File: src/common/mlm_consts.svh
// Timing counts, thresholds and reset values of the meter leak monitor
`ifndef MLM_CONSTS_SVH
`define MLM_CONSTS_SVH
`define MLM_SEC_NS 1000000000
`define MLM_CLK_PERIOD_NS 100
`define MLM_INTEG_MAINS_S 4'h2
`define MLM_INTEG_BATT_S 4'h8
`define MLM_BACKLIGHT_S 5'h0F
`define MLM_BL_CODE_TIMED 4'h4
`define MLM_BL_CODE_ON 4'h9
`define MLM_LEAK_WINDOW_S 86400
`define MLM_BURST_WINDOW_S 120
`define MLM_COLD_HALF_HOUR_S 1800
`define MLM_COLD_DEFAULT_CODE 2'h2
`define MLM_COLD_SUBS_HALF 6'h30
`define MLM_COLD_SUBS_ONE 6'h18
`define MLM_COLD_SUBS_TWO 6'h0C
`define MLM_LEAK_PM_WIDE 48'h00000000000A
`define MLM_LEAK_PM_NARROW 48'h000000000005
`define MLM_LEAK_PC_WIDE 48'h000000000014
`define MLM_LEAK_PC_NARROW 48'h00000000000A
`define MLM_PC_SCALE 48'h00000000000A
`define MLM_LEAK_SCALE 64'h00000000000003E8
`define MLM_BURST_FACTOR 48'h000000000018
`endif

File: src/common/mlm_pkg.sv
// Types of the meter leak monitor
`default_nettype none
package mlm_pkg;
  typedef logic [15:0] mlm_flow_type;
  typedef logic signed [47:0] mlm_acc_type;
  typedef enum logic [1:0]
  {
    MLM_COLD_OFF = 2'b00,
    MLM_COLD_HALF = 2'b01,
    MLM_COLD_ONE = 2'b10,
    MLM_COLD_TWO = 2'b11
  } mlm_cold_mode_type;
endpackage
`default_nettype wire

File: src/hdl/mlm_sec_timer.sv
// One-second timebase of the meter leak monitor
`timescale 1ns/1ps
`default_nettype none
module mlm_sec_timer
#(
  parameter int unsigned SEC_CYCLES = 10000000
)
(
  // Clock and reset
  input wire logic clk,
  input wire logic reset_n,
  // Timebase
  output logic sec_pulse
);
  logic [31:0] cnt;
  logic [31:0] next_cnt;
  logic next_sec_pulse;

  always_comb
  begin
    next_cnt = cnt + 32'h00000001;
    next_sec_pulse = 1'b0;
    if (cnt >= SEC_CYCLES - 1)
    begin
      next_cnt = 32'h00000000;
      next_sec_pulse = 1'b1;
    end
  end

  always_ff @(posedge clk or negedge reset_n)
  begin
    if (!reset_n)
    begin
      cnt <= 32'h00000000;
      sec_pulse <= 1'b0;
    end
    else
    begin
      cnt <= next_cnt;
      sec_pulse <= next_sec_pulse;
    end
  end
endmodule
`default_nettype wire

File: src/hdl/mlm_meter_leak_monitor.sv
// Integration tick, backlight, flow leak/burst and cold water leak supervision
`timescale 1ns/1ps
`default_nettype none
`include "mlm_consts.svh"
module mlm_meter_leak_monitor
#(
  parameter int unsigned SEC_CYCLES = `MLM_SEC_NS / `MLM_CLK_PERIOD_NS,
  parameter int unsigned LEAK_WINDOW_S = `MLM_LEAK_WINDOW_S,
  parameter int unsigned BURST_WINDOW_S = `MLM_BURST_WINDOW_S,
  parameter int unsigned COLD_UNIT_S = `MLM_COLD_HALF_HOUR_S
)
(
  // Clock and reset
  input wire logic clk,
  input wire logic reset_n,
  // Supply and keypad pins
  input wire logic mains_present,
  input wire logic key_press,
  // Configuration
  input wire logic [3:0] backlight_code,
  input wire logic [2:0] leak_limit_code,
  input wire logic cold_code_valid,
  input wire logic [1:0] cold_code,
  input wire logic cold_supervise_b,
  // Flow values
  input wire mlm_pkg::mlm_flow_type flow_input_one,
  input wire mlm_pkg::mlm_flow_type flow_input_two,
  input wire mlm_pkg::mlm_flow_type nominal_flow,
  // Cold water pulse pins
  input wire logic cold_pulse_a,
  input wire logic cold_pulse_b,
  // Status
  output logic integ_tick,
  output logic heartbeat,
  output logic backlight_on,
  output logic leak_flag,
  output logic burst_flag,
  output logic [1:0] cold_leak_flag
);

  // ***************
  // Synchronisers
  // ***************
  logic [3:0] sync1;
  logic [3:0] sync2;
  logic [3:0] sync3;
  logic sec_pulse;
  logic mains_s;
  logic key_edge;
  logic [1:0] pulse_edge;

  always_ff @(posedge clk or negedge reset_n)
  begin
    if (!reset_n)
    begin
      sync1 <= 4'h0;
      sync2 <= 4'h0;
      sync3 <= 4'h0;
    end
    else
    begin
      sync1 <= {cold_pulse_b, cold_pulse_a, key_press, mains_present};
      sync2 <= sync1;
      sync3 <= sync2;
    end
  end

  assign mains_s = sync2[0];
  assign key_edge = sync2[1] & ~sync3[1];
  assign pulse_edge = sync2[3:2] & ~sync3[3:2];

  mlm_sec_timer #(.SEC_CYCLES(SEC_CYCLES)) u_sec
  (
    .clk(clk),
    .reset_n(reset_n),
    .sec_pulse(sec_pulse)
  );

  function automatic logic [47:0] mlm_abs(input mlm_pkg::mlm_acc_type v);
    mlm_abs = v[47] ? 48'(-v) : 48'(v);
  endfunction

  // ***************
  // Timing group
  // ***************
  logic [3:0] integ_cnt;
  logic [3:0] period;
  logic [4:0] bl_cnt;
  logic [3:0] next_integ_cnt;
  logic [4:0] next_bl_cnt;
  logic next_integ_tick;
  logic next_heartbeat;
  logic next_backlight_on;

  always_comb
  begin
    period = mains_s ? `MLM_INTEG_MAINS_S : `MLM_INTEG_BATT_S;
    next_integ_cnt = integ_cnt;
    next_integ_tick = 1'b0;
    next_heartbeat = heartbeat;
    next_bl_cnt = bl_cnt;
    if (sec_pulse)
    begin
      next_heartbeat = ~heartbeat;
      if (integ_cnt + 4'h1 >= period)
      begin
        next_integ_cnt = 4'h0;
        next_integ_tick = 1'b1;
      end
      else
      begin
        next_integ_cnt = integ_cnt + 4'h1;
      end
      if (bl_cnt < `MLM_BACKLIGHT_S)
      begin
        next_bl_cnt = bl_cnt + 5'h01;
      end
    end
    if (key_edge)
    begin
      next_bl_cnt = 5'h00;
    end
    next_backlight_on = (backlight_code == `MLM_BL_CODE_ON) || (next_bl_cnt < `MLM_BACKLIGHT_S);
  end

  always_ff @(posedge clk or negedge reset_n)
  begin
    if (!reset_n)
    begin
      integ_cnt <= 4'h0;
      integ_tick <= 1'b0;
      heartbeat <= 1'b0;
      bl_cnt <= `MLM_BACKLIGHT_S;
      backlight_on <= 1'b0;
    end
    else
    begin
      integ_cnt <= next_integ_cnt;
      integ_tick <= next_integ_tick;
      heartbeat <= next_heartbeat;
      bl_cnt <= next_bl_cnt;
      backlight_on <= next_backlight_on;
    end
  end

  // ***************
  // Flow leak and burst
  // ***************
  mlm_pkg::mlm_acc_type dmass;
  mlm_pkg::mlm_acc_type burst_acc;
  logic [47:0] thr_acc;
  logic [31:0] leak_sec;
  logic [31:0] burst_sec;
  mlm_pkg::mlm_acc_type next_dmass;
  mlm_pkg::mlm_acc_type next_burst_acc;
  logic [47:0] next_thr_acc;
  logic [31:0] next_leak_sec;
  logic [31:0] next_burst_sec;
  logic next_leak_flag;
  logic next_burst_flag;
  mlm_pkg::mlm_acc_type term;
  logic [47:0] thr_term;
  logic [47:0] pm;
  logic [47:0] pc;
  logic leak_end;
  logic burst_end;

  always_comb
  begin
    pm = (leak_limit_code <= 3'h2) ? `MLM_LEAK_PM_WIDE : `MLM_LEAK_PM_NARROW;
    pc = leak_limit_code[0] ? `MLM_LEAK_PC_WIDE : `MLM_LEAK_PC_NARROW;
    term = 48'(signed'({1'b0, flow_input_one}) - signed'({1'b0, flow_input_two}))
      * signed'({44'h0, period});
    thr_term = (48'(nominal_flow) * pm + 48'(flow_input_one) * pc * `MLM_PC_SCALE)
      * {44'h0, period};
    leak_end = sec_pulse && (leak_sec >= LEAK_WINDOW_S - 1);
    burst_end = sec_pulse && (burst_sec >= BURST_WINDOW_S - 1);
    next_dmass = dmass;
    next_burst_acc = burst_acc;
    next_thr_acc = thr_acc;
    next_leak_sec = leak_sec;
    next_burst_sec = burst_sec;
    next_leak_flag = leak_flag;
    next_burst_flag = burst_flag;
    if (integ_tick)
    begin
      next_dmass = dmass + term;
      next_thr_acc = thr_acc + thr_term;
      next_burst_acc = burst_acc + term;
    end
    if (sec_pulse)
    begin
      next_leak_sec = leak_sec + 32'h00000001;
      next_burst_sec = burst_sec + 32'h00000001;
    end
    if (leak_end)
    begin
      next_leak_flag = 64'(mlm_abs(dmass)) * `MLM_LEAK_SCALE > 64'(thr_acc);
      next_dmass = '0;
      next_thr_acc = '0;
      next_leak_sec = 32'h00000000;
    end
    if (burst_end)
    begin
      next_burst_flag = mlm_abs(burst_acc) > 48'(nominal_flow) * `MLM_BURST_FACTOR;
      next_burst_acc = '0;
      next_burst_sec = 32'h00000000;
    end
    if (leak_limit_code == 3'h0)
    begin
      next_dmass = '0;
      next_burst_acc = '0;
      next_thr_acc = '0;
      next_leak_sec = 32'h00000000;
      next_burst_sec = 32'h00000000;
      next_leak_flag = 1'b0;
      next_burst_flag = 1'b0;
    end
  end

  always_ff @(posedge clk or negedge reset_n)
  begin
    if (!reset_n)
    begin
      dmass <= '0;
      burst_acc <= '0;
      thr_acc <= '0;
      leak_sec <= 32'h00000000;
      burst_sec <= 32'h00000000;
      leak_flag <= 1'b0;
      burst_flag <= 1'b0;
    end
    else
    begin
      dmass <= next_dmass;
      burst_acc <= next_burst_acc;
      thr_acc <= next_thr_acc;
      leak_sec <= next_leak_sec;
      burst_sec <= next_burst_sec;
      leak_flag <= next_leak_flag;
      burst_flag <= next_burst_flag;
    end
  end

  // ***************
  // Cold water supervision
  // ***************
  mlm_pkg::mlm_cold_mode_type cold_mode;
  logic [15:0] sub_len;
  logic [5:0] subs_needed;
  mlm_pkg::mlm_cold_mode_type cold_mode_q;
  logic cold_restart;

  always_comb
  begin
    cold_mode = mlm_pkg::mlm_cold_mode_type'(cold_code_valid ? cold_code : `MLM_COLD_DEFAULT_CODE);
    sub_len = 16'(COLD_UNIT_S);
    subs_needed = `MLM_COLD_SUBS_HALF;
    unique case (cold_mode)
      mlm_pkg::MLM_COLD_OFF: subs_needed = `MLM_COLD_SUBS_HALF;
      mlm_pkg::MLM_COLD_HALF: subs_needed = `MLM_COLD_SUBS_HALF;
      mlm_pkg::MLM_COLD_ONE:
      begin
        sub_len = 16'(COLD_UNIT_S) << 1;
        subs_needed = `MLM_COLD_SUBS_ONE;
      end
      mlm_pkg::MLM_COLD_TWO:
      begin
        sub_len = 16'(COLD_UNIT_S) << 2;
        subs_needed = `MLM_COLD_SUBS_TWO;
      end
    endcase
  end

  always_ff @(posedge clk or negedge reset_n)
  begin
    if (!reset_n)
    begin
      cold_mode_q <= mlm_pkg::MLM_COLD_OFF;
    end
    else
    begin
      cold_mode_q <= cold_mode;
    end
  end

  assign cold_restart = (cold_mode != cold_mode_q);

  for (genvar i = 0; i < 2; i++)
  begin : g_cold
    logic [15:0] sub_sec;
    logic seen;
    logic [5:0] run;
    logic flag;
    logic [15:0] next_sub_sec;
    logic next_seen;
    logic [5:0] next_run;
    logic next_flag;
    logic en;
    logic sub_end;

    always_comb
    begin
      en = (cold_mode != mlm_pkg::MLM_COLD_OFF) && ((i == 0) || cold_supervise_b);
      sub_end = sec_pulse && (sub_sec + 16'h0001 >= sub_len);
      next_sub_sec = sub_sec;
      next_seen = seen | pulse_edge[i];
      next_run = run;
      next_flag = flag;
      if (sec_pulse)
      begin
        next_sub_sec = sub_sec + 16'h0001;
      end
      if (sub_end)
      begin
        next_sub_sec = 16'h0000;
        next_seen = 1'b0;
        if (seen | pulse_edge[i])
        begin
          next_run = (run < subs_needed) ? run + 6'h01 : subs_needed;
          next_flag = (next_run >= subs_needed);
        end
        else
        begin
          next_run = 6'h00;
          next_flag = 1'b0;
        end
      end
      if (!en || cold_restart)
      begin
        next_sub_sec = 16'h0000;
        next_seen = 1'b0;
        next_run = 6'h00;
        next_flag = 1'b0;
      end
    end

    always_ff @(posedge clk or negedge reset_n)
    begin
      if (!reset_n)
      begin
        sub_sec <= 16'h0000;
        seen <= 1'b0;
        run <= 6'h00;
        flag <= 1'b0;
      end
      else
      begin
        sub_sec <= next_sub_sec;
        seen <= next_seen;
        run <= next_run;
        flag <= next_flag;
      end
    end

    assign cold_leak_flag[i] = flag;

  end
endmodule
`default_nettype wire

File: config.mk
export PLATFORM = sky130hd
export DESIGN_NAME = mlm_meter_leak_monitor
export DESIGN_NICKNAME = d
export VERILOG_FILES = /design/src/common/mlm_pkg.sv /design/src/hdl/mlm_sec_timer.sv /design/src/hdl/mlm_meter_leak_monitor.sv
export VERILOG_INCLUDE_DIRS = /design/src /design/src/common
export SDC_FILE = /design/constraint.sdc
export NUM_CORES = 2
export LEC_CHECK = 0
export CORE_ASPECT_RATIO = 1.1
export CORE_MARGIN = 3
export CORE_UTILIZATION = 40
export CTS_CLUSTER_SIZE = 8
export DETAILED_ROUTE_END_ITERATION = 7
export DONT_BUFFER_PORTS = 1
export SYNTH_ARGS = -nofsm -noshare
export SYNTH_HDL_FRONTEND = slang
export SYNTH_SLANG_ARGS = --single-unit
File: constraint.sdc
create_clock -name clk -period 22.1 [get_ports clk]
set_clock_uncertainty 0.1 [all_clocks]
set_input_delay 4.42 -clock clk [delete_from_list [all_inputs] [get_ports clk]]
set_output_delay 4.42 -clock clk [all_outputs]
set_load 0.05 [all_outputs]
==> impl_metrics.json <==
{
  "status": "complete, no violations",
  "rsz0062_at_grt": "false",
  "post_cts_buffers": 0,
  "routed_wl_mm": 101.3,
  "drtIter0Drc": 1948,
  "dp_hpwl_mm": 80.55,
  "worst_setup_path_start_kind": "input pin",
  "cts_resized": 0,
  "postRouteAntennaNets": 0,
  "synth.distinct_cells": 88,
  "setup_viol": 0,
  "worst-path-max-fanout": 35,
  "drive_gt1_share_pct": 3.449,
  "overflow": 0,
  "cts_max_path_buffers": 3,
  "dp_cells": 5952,
  "cts_made_buffers": 46,
  "path_class": "input pin to register",
  "place.gp.congestion": 0.8791,
  "async_flop_share_pct": 100.0,
  "worstSetupEndpointType": "register",
  "dr.pass1.iters": 8,
  "worst_ep_required_time_ns": 22.45,
  "clkTransAtPathRegs_ns": 0.05,
  "rows": 122,
  "drcViolationCount": 0,
  "fin_crit_sh_pct": 63.53,
  "ys_ff_latch": 313,
  "finalHoldViolCount": 0,
  "fin_cells": 6028,
  "via_count": 33000,
  "tightest_slew_ns": 1.042,
  "slew_headroom_pct": 30.25,
  "avgSynthCellArea_um2": 8.615,
  "slew_viol_final": 0,
  "antenna_found_initial": 0,
  "ys.warnings.count": 0,
  "syn_to_final_growth_pct": 6.920,
  "grt_max_degree": 314,
  "die_x_um": 309.9,
  "routed_via_density": 5.475,
  "grtUsageTotal_pct": 19.38,
  "drv_cap": 0,
  "grt_pass1_vias": 32920,
  "period_needed_ns": 14.04,
  "holdBufCountCts": 0,
  "ys.flop_type": "dfrtp_1",
  "die_area_mm2": 0.1055,
  "diodes": 0,
  "nets": 5579,
  "hp-class": "register to register",
  "start_util_pct": 40.34,
  "synth-edff-count": 0,
  "netlist_instances": 4718,
  "cts_max_level": 2,
  "grt_pass1_wl_mm": 169.6,
  "clkLatencyLatePin_ns": 0.61,
  "dieHeight_um": 340.3,
  "cpMostUsedCell": "inv_1",
  "critPathArrivalTime_ns": 14.39,
  "fp.coreArea_mm2": 0.1007,
  "wire_per_inst_um": 16.80,
  "cpPeakStageDelay_ns": 0.64,
  "cts_root_buffer": "clkbuf_16",
  "portBuffers": 0,
  "clock_sinks": 313,
  "seq_area_frac_synth_pct": 19.28,
  "fmaxAchievable_mhz": 71.22,
  "cpMaxStageDelayCell": "o41ai_1",
  "ios": 72,
  "cts_tree": "yes",
  "synth_area_mm2": 0.04064,
  "tns_ns": 0,
  "worst_hold_slack_ns": 0.2500
}
[critical path, delay by kind of cell]
| kind | cells | cell delay, ns |
|---|---|---|
| AOI/OAI and AO/OA | 16 | 4.09 |
| xor gates and xnor gates | 3 | 0.45 |
| adders and majority gates | 11 | 3.49 |
| buffers and inverters | 8 | 0.54 |
| muxes | 1 | 0.31 |
| and+or+nand+nor | 8 | 1.06 |
[cells in the mapped netlist, drive strengths merged, types with 63 or more instances]
library cell / count / share of area, %
dfrtp: 309 / 19
and2: 66 / 1.0
xor2: 126 / 2.7
nand4: 63 / 0.97
mux2i: 84 / 2.1
o21ai: 190 / 2.3
a21oi: 312 / 3.8
nor2: 424 / 3.9
a21o: 161 / 3.0
nand3: 119 / 1.5
nor3: 86 / 1.1
fa: 258 / 13
clkbuf: 137 / 1.3
xnor2: 250 / 5.4
inv: 480 / 4.4
ha: 558 / 17
nand2: 294 / 2.7
[placed cells by master, fill, tap and decap left out, types with 37 or more instances in the layout]
cell,count
conb_1,60
nand3_1,119
mux2i_1,84
o21a_1,44
fa_1,258
a31oi_1,48
xor2_1,126
nand4_1,63
and2_1,64
nor2_1,424
inv_1,480
nor4_1,40
xnor2_1,249
ha_1,558
dfrtp_1,308
o21ai_0,189
nor3_1,86
a211oi_1,40
nand2b_1,53
nor2b_1,56
o21bai_1,37
and3_1,56
a21o_1,161
clkbuf_16,47
a21oi_1,312
nand2_1,294
[cell type report]
| class | count | area, um^2 |
|---|---|---|
| Fill cell | 9972 | 57290 |
| Multi-Input combinational cell | 3831 | 30610 |
| Sequential cell | 313 | 7841 |
| Inverter | 483 | 1813 |
| Tap cell | 1302 | 1629 |
| Clock buffer | 72 | 1280 |
| Timing Repair Buffer | 23 | 172.7 |
| Clock inverter | 4 | 110.1 |
[kinds of logic (layout without fill, tap and decap cells)]
| family | after synthesis | count (layout) | synth area share, % |
|---|---|---|---|
| AOI/OAI and AO/OA | 1074 | 1074 | 17.14 |
| xor gates and xnor gates | 376 | 376 | 8.102 |
| adders and majority gates | 816 | 816 | 29.89 |
| buffers and inverters | 632 | 582 | 5.988 |
| DFF | 313 | 313 | 19.28 |
| muxes | 106 | 106 | 2.678 |
| other | 2 | 60 | 0.01848 |
| and+or+nand+nor | 1399 | 1399 | 16.91 |
[registers in the layout, summed over array words and instances, names as in the netlist]
| name | flops |
|---|---|
| leak_flag | 1 |
| thr_acc | 47 |
| bl_cnt | 5 |
| g_cold.flag | 2 |
| g_cold.run | 12 |
| sync1 | 4 |
| sync3 | 3 |
| integ_tick | 1 |
| u_sec.cnt | 32 |
| leak_sec | 32 |
| heartbeat | 1 |
| burst_flag | 1 |
| g_cold.sub_sec | 32 |
| dmass | 47 |
| integ_cnt | 4 |
| sync2 | 4 |
| burst_acc | 47 |
| u_sec.sec_pulse | 1 |
| burst_sec | 32 |
| cold_mode_q | 2 |
| backlight_on | 1 |
| g_cold.seen | 2 |
[path summary, 6_finish.rpt]
path | from | to | slack [ns] | cells after the start
min in group asynchronous | reset_n | u_sec.cnt[1]$_DFF_PN0_ | 3.45 | 0
worst min register to register | sync1[0]$_DFF_PN0_ | sync2[0]$_DFF_PN0_ | 0.25 | 0
worst min-delay path | sync1[0]$_DFF_PN0_ | sync2[0]$_DFF_PN0_ | 0.25 | 0
worst max register to register | dmass[16]$_DFFE_PN0N_ | leak_flag$_DFFE_PN0P_ | 11.39 | 34
max in group asynchronous | reset_n | thr_acc[19]$_DFFE_PN0N_ | 17.87 | 0
worst max-delay path | leak_limit_code[0] | thr_acc[42]$_DFFE_PN0N_ | 8.06 | 47
[routing by layer]
metal	global-route usage, %	share of wire [%]	up-vias
met5	0	0	-
met4	4.839	2.4	0
met3	2.184	3.5	114
met2	33.17	47	479
met1	26.00	47	16000
li1	-	-	16410
[per-stage QoR]
step / instance area (um^2) / setup slack, ns / util, %
after floorplan: 40860 / 8.206 / -
after global placement: 42070 / 7.650 / 41.75
after detailed placement: 42070 / 7.473 / 41.75
after CTS: 43460 / 8.137 / 43.13
after global routing: 43460 / 7.241 / 43.13
final: 43460 / 8.060 / 43.13
Power is not shown: default switching activity piles up to over one toggle a cycle in this logic, so the estimate is an artifact.
